$ cat src/logic/hpl_pkg.sv
// constants of the host-port lock and page-select registers.
// assumes an spi engine outside that hands over one byte access at a time.
package hpl_pkg;
   localparam int          HPL_DATA_W       = 8;
   localparam int          HPL_PAGE_W       = 8;
   localparam int          HPL_OFFSET_W     = 7;
   localparam int          HPL_ADDR_W       = HPL_PAGE_W + HPL_OFFSET_W;
   localparam int          HPL_PAGE_BYTES   = 128;
   localparam logic [14:0] HPL_CTRL_ADDR    = 15'h037e;
   localparam logic [14:0] HPL_PAGESEL_ADDR = 15'h037f;
   localparam int          HPL_LOCK_BIT     = 7;
   localparam int          HPL_STATUS_BIT   = 0;
   localparam logic [7:0]  HPL_CTRL_RESET   = 8'h00;
   localparam logic [7:0]  HPL_PAGE_RESET   = 8'h00;
   localparam logic [7:0]  HPL_RSVD_PAGE_A  = 8'h07;
   localparam logic [7:0]  HPL_RSVD_PAGE_B  = 8'h09;
   localparam logic [7:0]  HPL_RSVD_FIRST   = 8'h0e;
   localparam int          HPL_READ_LATENCY = 2;
endpackage

$ cat src/logic/hpl_access_if.sv
// decode signals between the register bank and its page decoder.
// assumes both ends run on the same clock; the decode is combinational.
`timescale 1ns/1ns
interface hpl_access_if;
   logic [7:0]  page;
   logic [6:0]  offset;
   logic [14:0] fullAddr;
   logic        pageReserved;
   logic        hitControl;
   logic        hitPageSel;

   modport decoder (
      input  page,
      input  offset,
      output fullAddr,
      output pageReserved,
      output hitControl,
      output hitPageSel
   );
   modport bank (
      output page,
      output offset,
      input  fullAddr,
      input  pageReserved,
      input  hitControl,
      input  hitPageSel
   );
endinterface

$ cat src/logic/hpl_page_decode.sv
// page decoder: joins page number and in-page offset into a device address.
// assumes the bank drives page and offset from its own registers and inputs.
`timescale 1ns/1ns
module hpl_page_decode (
   hpl_access_if.decoder acc
);
   function automatic logic isReservedPage(input logic [7:0] pg);
      isReservedPage = (pg == hpl_pkg::HPL_RSVD_PAGE_A) ||
                       (pg == hpl_pkg::HPL_RSVD_PAGE_B) ||
                       (pg >= hpl_pkg::HPL_RSVD_FIRST);
   endfunction

   // page n covers bytes n*128 .. n*128+127, so the page is the upper bits
   assign acc.fullAddr     = {acc.page, acc.offset};
   assign acc.pageReserved = isReservedPage(acc.page);
   // both housekeeping bytes answer on every page, else page 0 could never leave
   assign acc.hitControl   = (acc.offset == hpl_pkg::HPL_CTRL_ADDR[6:0]);
   assign acc.hitPageSel   = (acc.offset == hpl_pkg::HPL_PAGESEL_ADDR[6:0]);
endmodule

$ cat src/logic/hpl_host_port_regs.sv
// host-port housekeeping bank: lockout, access status and page select.
// assumes the spi engine presents one byte access per strobe, synchronous to core_clk,
// and that the device register space answers devRdData in the same cycle that devRdStb is high.
`timescale 1ns/1ns
module hpl_host_port_regs #(
   parameter int DATA_W   = hpl_pkg::HPL_DATA_W,
   parameter int OFFSET_W = hpl_pkg::HPL_OFFSET_W,
   parameter int ADDR_W   = hpl_pkg::HPL_ADDR_W
) (
   input  wire logic                core_clk,
   input  wire logic                rst,
   input  wire logic [OFFSET_W-1:0] hostOffset,
   input  wire logic                hostWrStb,
   input  wire logic                hostRdStb,
   input  wire logic [DATA_W-1:0]   hostWrData,
   input  wire logic                hostFail,
   input  wire logic [DATA_W-1:0]   devRdData,
   output logic      [DATA_W-1:0]   rdData,
   output logic                     rdValid,
   output logic      [ADDR_W-1:0]   devAddr,
   output logic                     devWrStb,
   output logic                     devRdStb,
   output logic      [DATA_W-1:0]   devWrData,
   output logic      [7:0]          pageSelect,
   output logic                     lockoutActive,
   output logic                     accessFailed
);
   typedef enum logic [1:0] {
      HPL_SRC_NONE,
      HPL_SRC_CTRL,
      HPL_SRC_PAGE,
      HPL_SRC_DEV
   } hpl_src_type;

   hpl_access_if acc ();

   logic              lock_reg;
   logic              status_reg;
   logic [7:0]        page_reg;
   logic [ADDR_W-1:0] devAddr_reg;
   logic              devWrStb_reg;
   logic              devRdStb_reg;
   logic [DATA_W-1:0] devWrData_reg;
   hpl_src_type       src_reg;
   logic [DATA_W-1:0] rdData_reg;
   logic              rdValid_reg;

   logic              isWrite;
   logic              isRead;
   logic              access;
   logic              localHit;
   logic              blockedWrite;
   logic              failNow;
   logic              ctrlWrOk;
   logic              pageWrOk;
   logic [DATA_W-1:0] ctrlView;
   hpl_src_type       src_next;

   hpl_page_decode u_decode (
      .acc (acc)
   );

   // a local byte takes a write only when addressed, allowed and not broken
   function automatic logic localWrite(input logic wr, input logic hit, input logic allowed, input logic fail);
      localWrite = wr && hit && allowed && !fail;
   endfunction

   assign acc.page   = page_reg;
   assign acc.offset = hostOffset;

   // a write and a read in the same cycle is taken as the write only
   assign isWrite  = hostWrStb;
   assign isRead   = hostRdStb && !hostWrStb;
   assign access   = isWrite || isRead;
   assign localHit = acc.hitControl || acc.hitPageSel;

   // control stays writable under lock, otherwise the lock could never be lifted
   assign blockedWrite = isWrite && lock_reg && !acc.hitControl;

   // reserved pages reach no paged register, so an access there other than to 0x7e/0x7f counts as failed
   assign failNow = hostFail || blockedWrite || (!localHit && acc.pageReserved);

   // write acceptance of the two local bytes
   assign ctrlWrOk = localWrite(isWrite, acc.hitControl, 1'b1, hostFail);
   assign pageWrOk = localWrite(isWrite, acc.hitPageSel, !lock_reg, hostFail);

   // failure shows the lock too; success reads back clean zeros
   always_comb begin
      ctrlView = '0;
      if (status_reg) begin
         ctrlView[hpl_pkg::HPL_STATUS_BIT] = 1'b1;
         ctrlView[hpl_pkg::HPL_LOCK_BIT]   = lock_reg;
      end
   end

   always_comb begin
      src_next = HPL_SRC_NONE;
      if (isRead) begin
         if (acc.hitControl) begin
            src_next = HPL_SRC_CTRL;
         end else if (acc.hitPageSel) begin
            src_next = HPL_SRC_PAGE;
         end else if (!failNow) begin
            src_next = HPL_SRC_DEV;
         end
      end
   end

   // lockout bit of the control register
   always_ff @(posedge core_clk) begin
      if (rst) begin
         lock_reg <= hpl_pkg::HPL_CTRL_RESET[hpl_pkg::HPL_LOCK_BIT];
      end else if (ctrlWrOk) begin
         lock_reg <= hostWrData[hpl_pkg::HPL_LOCK_BIT];
      end
   end

   // status tracks the outcome of the latest access, good or bad
   always_ff @(posedge core_clk) begin
      if (rst) begin
         status_reg <= hpl_pkg::HPL_CTRL_RESET[hpl_pkg::HPL_STATUS_BIT];
      end else if (access) begin
         status_reg <= failNow;
      end
   end

   // page select; a reserved value is stored as written, the host must avoid it
   always_ff @(posedge core_clk) begin
      if (rst) begin
         page_reg <= hpl_pkg::HPL_PAGE_RESET;
      end else if (pageWrOk) begin
         page_reg <= hostWrData;
      end
   end

   // forwarded write strobe into the paged register space
   always_ff @(posedge core_clk) begin
      if (rst) begin
         devWrStb_reg <= 1'b0;
      end else begin
         devWrStb_reg <= isWrite && !localHit && !failNow;
      end
   end

   // write data holds until the next write, so the far side may take it late
   always_ff @(posedge core_clk) begin
      if (rst) begin
         devWrData_reg <= '0;
      end else if (isWrite) begin
         devWrData_reg <= hostWrData;
      end
   end

   // forwarded read into the paged register space
   always_ff @(posedge core_clk) begin
      if (rst) begin
         devRdStb_reg <= 1'b0;
      end else begin
         devRdStb_reg <= (src_next == HPL_SRC_DEV);
      end
   end

   // address moves on local accesses too; without a strobe the far side ignores it
   always_ff @(posedge core_clk) begin
      if (rst) begin
         devAddr_reg <= '0;
      end else if (access) begin
         devAddr_reg <= acc.fullAddr;
      end
   end

   // read source, one cycle behind the request
   always_ff @(posedge core_clk) begin
      if (rst) begin
         src_reg <= HPL_SRC_NONE;
      end else if (!isRead) begin
         src_reg <= HPL_SRC_NONE;
      end else if (src_next == HPL_SRC_NONE) begin
         // a refused paged read answers with the control view
         src_reg <= HPL_SRC_CTRL;
      end else begin
         src_reg <= src_next;
      end
   end

   // read answer: fixed two-cycle latency for every address
   always_ff @(posedge core_clk) begin
      if (rst) begin
         rdValid_reg <= 1'b0;
      end else begin
         rdValid_reg <= (src_reg != HPL_SRC_NONE);
      end
   end

   // a failed read of the paged space returns the control view, which flags the fault.
   // the last answer stays put so a slow host may still pick it up
   always_ff @(posedge core_clk) begin
      if (rst) begin
         rdData_reg <= '0;
      end else begin
         unique case (src_reg)
            HPL_SRC_NONE: rdData_reg <= rdData_reg;
            HPL_SRC_CTRL: rdData_reg <= ctrlView;
            HPL_SRC_PAGE: rdData_reg <= page_reg;
            HPL_SRC_DEV:  rdData_reg <= devRdData;
         endcase
      end
   end

   // every output is a flop, nothing combinational reaches a pin,
   // so the spi engine and the far side see clean edges only
   assign rdData        = rdData_reg;
   assign rdValid       = rdValid_reg;
   assign devAddr       = devAddr_reg;
   assign devWrStb      = devWrStb_reg;
   assign devRdStb      = devRdStb_reg;
   assign devWrData     = devWrData_reg;
   assign pageSelect    = page_reg;
   assign lockoutActive = lock_reg;
   assign accessFailed  = status_reg;
endmodule

$ cat config.mk
export PLATFORM = sky130hd
export DESIGN_NAME = hpl_host_port_regs
export DESIGN_NICKNAME = d
export VERILOG_FILES = /design/src/logic/hpl_pkg.sv /design/src/logic/hpl_access_if.sv /design/src/logic/hpl_page_decode.sv /design/src/logic/hpl_host_port_regs.sv
export SDC_FILE = /design/constraint.sdc
export NUM_CORES = 1
export LEC_CHECK = 0
export ABC_AREA = 1
export BUFFER_PORTS_ARGS = -buffer_cell sky130_fd_sc_hd__buf_4
export CORE_MARGIN = 2
export CORE_UTILIZATION = 48
export CTS_CLUSTER_DIAMETER = 40
export DETAILED_ROUTE_END_ITERATION = 10
export PLACE_DENSITY = 0.87
export SLEW_MARGIN = 30
export SYNTH_ARGS = -nofsm -noshare
export SYNTH_HDL_FRONTEND = slang
export SYNTH_SLANG_ARGS = --single-unit
$ cat constraint.sdc
create_clock -name core_clk -period 1.5 [get_ports core_clk]
set_clock_uncertainty 0.1 [all_clocks]
set_input_delay 0.225 -clock core_clk [delete_from_list [all_inputs] [get_ports core_clk]]
set_output_delay 0.225 -clock core_clk [all_outputs]
set_load 0.01 [all_outputs]
# Word-level counts from Yosys, hierarchy flattened
# Cells that the tools add are included.
# word_totals
reg_bits	46
inputBits	28
output_inout_bits	44
elab_cells	57
# op_classes
magnitude_cmp	1
n_eq_ne	8
mux	8
bitwise_logic	1
reduce_logical	28
# ops
operator	n
one-hot mux 8 bit (3 select lines)	1
equality test 7 bit (second input constant)	2
logical AND 1 bit	11
equality test 8 x 3 -> 1 bit (second input constant)	1
equality test 8 x 4 -> 1 bit (second input constant)	1
greater-or-equal comparator 8 x 4 -> 1 bit (second input constant)	1
2-to-1 mux 2 bit	4
equality test 2 bit (second input constant)	3
logical NOT 1 bit	6
logical OR 1 bit	6
logical NOT 2 bit	2
2-to-1 mux 1 bit	3
OR reduction 3 bit	1
equality test 2 x 1 -> 1 bit (second input constant)	1
nonzero test 2 bit	1
OR reduction 2 bit	1
NOT 1 bit	1

# Logic depth before layout (Yosys ltp)
# logic_depth
ltp_word	11
depth_mapped	9

# Hierarchy
# From an unflattened synthesis, not the netlist that was laid out.
# unflattened
cells_unflattened	274
area_unflattened_um2	1973.1
# modules_own_cells
module	n_inst	cells_each	area_each_um2	seq_area_each_um2
hpl_host_port_regs	1	235	1762.9	920.9
hpl_page_decode	1	39	210.2	0.0

# Least setup slack after synthesis
# OpenSTA, ideal clock, no wires.
# synth_path
path_type	input-to-reg
start	input hostWrStb
end	register devAddr_reg[12], in the netlist devAddr[12]
setup_ps	120
arrival_ps	893
slack_ps	387
stages	5
n_path_buf	1
path_cell_list	nor2_1 inv_2 buf_2 o21ai_0 a21oi_1
# synth_between
elab_chain_cells	3
# synth_rtl
item	line	rtl
start: declaration	hpl_host_port_regs.sv:13	input wire logic hostWrStb,
logical NOT 1 bit	hpl_host_port_regs.sv:73	assign isRead = hostRdStb && !hostWrStb;
logical AND 1 bit	hpl_host_port_regs.sv:73	
logical OR 1 bit (*)	hpl_host_port_regs.sv:74	assign access = isWrite || isRead;
end signal: assignment	hpl_host_port_regs.sv:168	devAddr_reg <= acc.fullAddr;
end: declaration	hpl_host_port_regs.sv:40	logic [ADDR_W-1:0] devAddr_reg;
# Mark *: on every way between the ends. The rest lies on a longest branch, timed or not.
# A chain may end at the register's enable or synchronous reset.

# Worst setup path in the final report
# layout_path
start	register page_reg[6], in the netlist pageSelect[6]
end	register src_reg[1]
# layout_between
elab_chain_cells	11
# layout_rtl
item	line	rtl
start: declaration	hpl_host_port_regs.sv:39	logic [7:0] page_reg;
start signal: assignment	hpl_host_port_regs.sv:130	page_reg <= hpl_pkg::HPL_PAGE_RESET;
start signal: assignment	hpl_host_port_regs.sv:132	page_reg <= hostWrData;
branches (longest 2 deep; another with greater-or-equal comparator 8 x 4 -> 1 bit)	n/a	
logical OR 1 bit (*)	hpl_page_decode.sv:9	(pg == hpl_pkg::HPL_RSVD_PAGE_B) ||
logical AND 1 bit (*)	hpl_host_port_regs.sv:81	assign failNow = hostFail || blockedWrite || (!localHit && acc.pageReserved);
logical OR 1 bit (*)	hpl_host_port_regs.sv:81	
2-to-1 mux 2 bit (*)	hpl_host_port_regs.sv:103	end else if (!failNow) begin
2-to-1 mux 2 bit (*)	hpl_host_port_regs.sv:101	end else if (acc.hitPageSel) begin
2-to-1 mux 2 bit (*)	hpl_host_port_regs.sv:99	if (acc.hitControl) begin
2-to-1 mux 2 bit (*)	hpl_host_port_regs.sv:98	if (isRead) begin
logical NOT 2 bit	hpl_host_port_regs.sv:178	end else if (src_next == HPL_SRC_NONE) begin
OR reduction 3 bit (no line)	n/a	
end signal: assignment	hpl_host_port_regs.sv:182	src_reg <= src_next;
end: declaration	hpl_host_port_regs.sv:44	hpl_src_type src_reg;
# Mark *: on every way between the ends.

==> flow_summary_export.csv <==
group,metric,value,unit
status,run_status,"finished, final reports clean",
pwr,pwr-share-seq,0.567,
cells_and_area,multiInputGateArea,767,sq um
placed_design,placedCellCount,367,
die,die_y,66.0,microns
route,ant_nets,0,
critical_path,cp_top_family,"simple AND/OR/NAND/NOR gates",
critical_path,critical_path_depth,7,
pwr,p_int,1.72,mW
cells_and_area,drive_gt1_frac,0.288,
global_routing,grt_pass1_wl,7.18,mm
cts,path_clk_slew,0.08,ns
cts,holdBufCountCts,0,
critical_path,worstSetupStartpointType,"register",
logic_synthesis,synth_top_cell_by_area,"dfxtp_1",
logic_synthesis,ys_seq_area_frac,0.499,
global_routing,grt_usage,0.214,
route,via_count,1832,
pwr,cellPowerDensity,916,nW/um^2
pwr,clkPwrFrac,0.307,
timing,rsz0062_at_grt,"false",
cells_and_area,largest_reg_flops,15,
die,ios,72,
pwr,leakage,1.28,nW
cells_and_area,final_cells,374,
cts,cts_made_buffers,5,
timing,max-slew-margin-rel,0.738,
timing,finalHoldViolCount,0,
die,std_cell_rows,22,
placed_design,io_buffers,71,
critical_path,ff2ff_setup_slack,0.25,ns
pwr,p_switching,0.562,mW
critical_path,cp_common_cell,"nand2_1",
route,wl_per_cell,12.3,microns
logic_synthesis,syn_area_per_cell,7.29,sq um
placed_design,placed_cell_area,2420,sq um
cells_and_area,num_antenna_cells,0,
cts,clock-root-buffer,"clkbuf_8",
timing,tns,0,ns
pwr,switching_share,0.246,
cts,htree_levels,2,
global_routing,grt_max_degree,33,
logic_synthesis,syn_inst,253,
pwr,ir_drop,641,uV
min_path,hold_depth,2,
logic_synthesis,synthesis.area,1840,sq um
timing,finalCriticalPeriod,1.25,ns
timing,hold_ws,0.0124,ns
cells_and_area,fin_area,2490,sq um
die,fp.coreArea,3690,sq um
global_routing,grt_pass1_vias,1545,
logic_synthesis,synth_common_cells,"nand2_1 (51), nor2_1 (51), dfxtp_1 (46)",
route,via_per_inst,4.90,
route,drc,0,
timing,fmax,797,MHz
global_routing,gr-total-overflow,0,
route,first_pass_iters,5,
critical_path,critPathKind,"register to register",
route,detailedRoute.firstIterationViolations,136,
global_routing,antenna_found_initial,0,
placed_design,hpwl,3.41,mm
critical_path,max_stage_delay,0.32,ns
critical_path,worst_setup_path_end_kind,"register",
timing,slew_viol_final,0,
critical_path,path_max_fanout,4,
logic_synthesis,synth-seq-cells,46,
critical_path,cp_slowest_cell,"dfxtp_1",
cts,cts_num_sinks,46,
timing,tightest_slew,0.393,ns
logic_synthesis,ys_top_cells_by_area,"dfxtp_1 (50%), nand2_1 (10%), nor2_1 (10%)",
critical_path,cp.required,1.62,ns
logic_synthesis,synth_top_cell_area_share,0.499,
critical_path,critPathLaunch,"pageSelect[6]",
placed_design,dp_slack,0.164,ns
logic_synthesis,yosysUniqueCellTypes,20,
cells_and_area,regArea,921,sq um
critical_path,critPathArrivalTime,1.38,ns
critical_path,reg2reg_to,"src_reg[1]",
timing,period_share,0.836,
die,die_x,66.0,microns
pwr,fin_total_pwr,2.28,mW
cells_and_area,fin_util,0.676,
logic_synthesis,synth_edf_count,0,
min_path,hold_class,"primary input to register",
critical_path,crit_end,"src_reg[1]",
route,wl,4.60,mm
timing,worst_slack,0.246,ns
critical_path,cp_num_buf_inv,1,
cells_and_area,area_delta_synth_final,35.3,%
timing,setup_viol,0,
cts,clk_path_buf_depth,2,
die,die_area,4350,sq um
cells_and_area,fillers,332,
critical_path,worstPathCellList,"inv_1, nand2_1, nor2_1, nand3_1, nand2_1, nand2_1, a21oi_1",
cts,clk_latency,0.29,ns
pwr,pwr-share-comb,0.127,
cts,cts_tree,"yes",
cells_and_area,nets,354,
die,initial_core_util,0.500,
logic_synthesis,ys_warn_count,0,
placed_design,place_congestion,0.782,
critical_path,r2r-start,"pageSelect[6]",
logic_synthesis,async_flop_share,0,
logic_synthesis,ys.flop_type,"dfxtp_1",
cts,cts_setup_buffers,0,
critical_path,r2r_cells,7,
cts,ctsResizeCount,0,
run,max-cap-violations,0,
logic_synthesis,synth.net_count,281,
per-layer routing:
metal	GRT usage	vias up	share of wire
met4	0.0689	0	0.017
met5	0	-	0
met3	0.0511	10	0.076
li1	-	946	-
met1	0.288	802	0.44
met2	0.340	74	0.47
cells by family after synthesis:
logic type             after synthesis  share of synthesized area
AOI/OAI and AO/OA                   51                      0.150
buffers and inverters               38                     0.0848
DFF                                 46                      0.499
and+or+nand+nor                    118                      0.266
worst reg2reg max path, cell delays in order (launching register included):
cell and delay [ns]:
dfxtp_1 0.32, inv_1 0.13, nand2_1 0.07, nor2_1 0.10
nand3_1 0.10, nand2_1 0.13, nand2_1 0.10, a21oi_1 0.14
cell usage in the layout (no fill, tap or decap), types with 5 or more instances in the layout:
cell and count:
clkbuf_8 5, a21oi_1 13, nand2_1 51, nor2_1 51, inv_1 26, o211ai_1 6, dfxtp_1 46, buf_4 74
o21ai_0 29, nand3_1 7
worst min-delay path by stage:
stage | end | startpoint | slack, ns
global placement | rdValid | rst | 0.31
finish | rdValid | rst | 0.01
floorplan | rdValid | rst | 0.20
detailed placement | rdValid | rst | 0.31
global route | rdValid | rst | 0.01
CTS | rdValid | rst | 0.01
final cells by class:
cell class / instances / share of cell area
clock buffer: 5 / 0.0276
clock inverter: 2 / 0.00401
inverter: 30 / 0.0451
multi-input combinational: 169 / 0.307
sequential: 46 / 0.369
tap: 48 / 0.0241
timing repair buffer: 74 / 0.223
power by group through the flow:
stage          combinational, mW  clock, mW  sequential [mW]
5_1_grt                    0.318      0.776             1.30
4_1_cts                    0.290      0.707             1.29
3_5_place_dp               0.288          0             1.32
3_3_place_gp               0.281          0             1.32
2_1_floorplan              0.105          0             1.34
6_report                   0.289      0.700             1.29
Note: power is estimated with default switching activity, not from simulation.
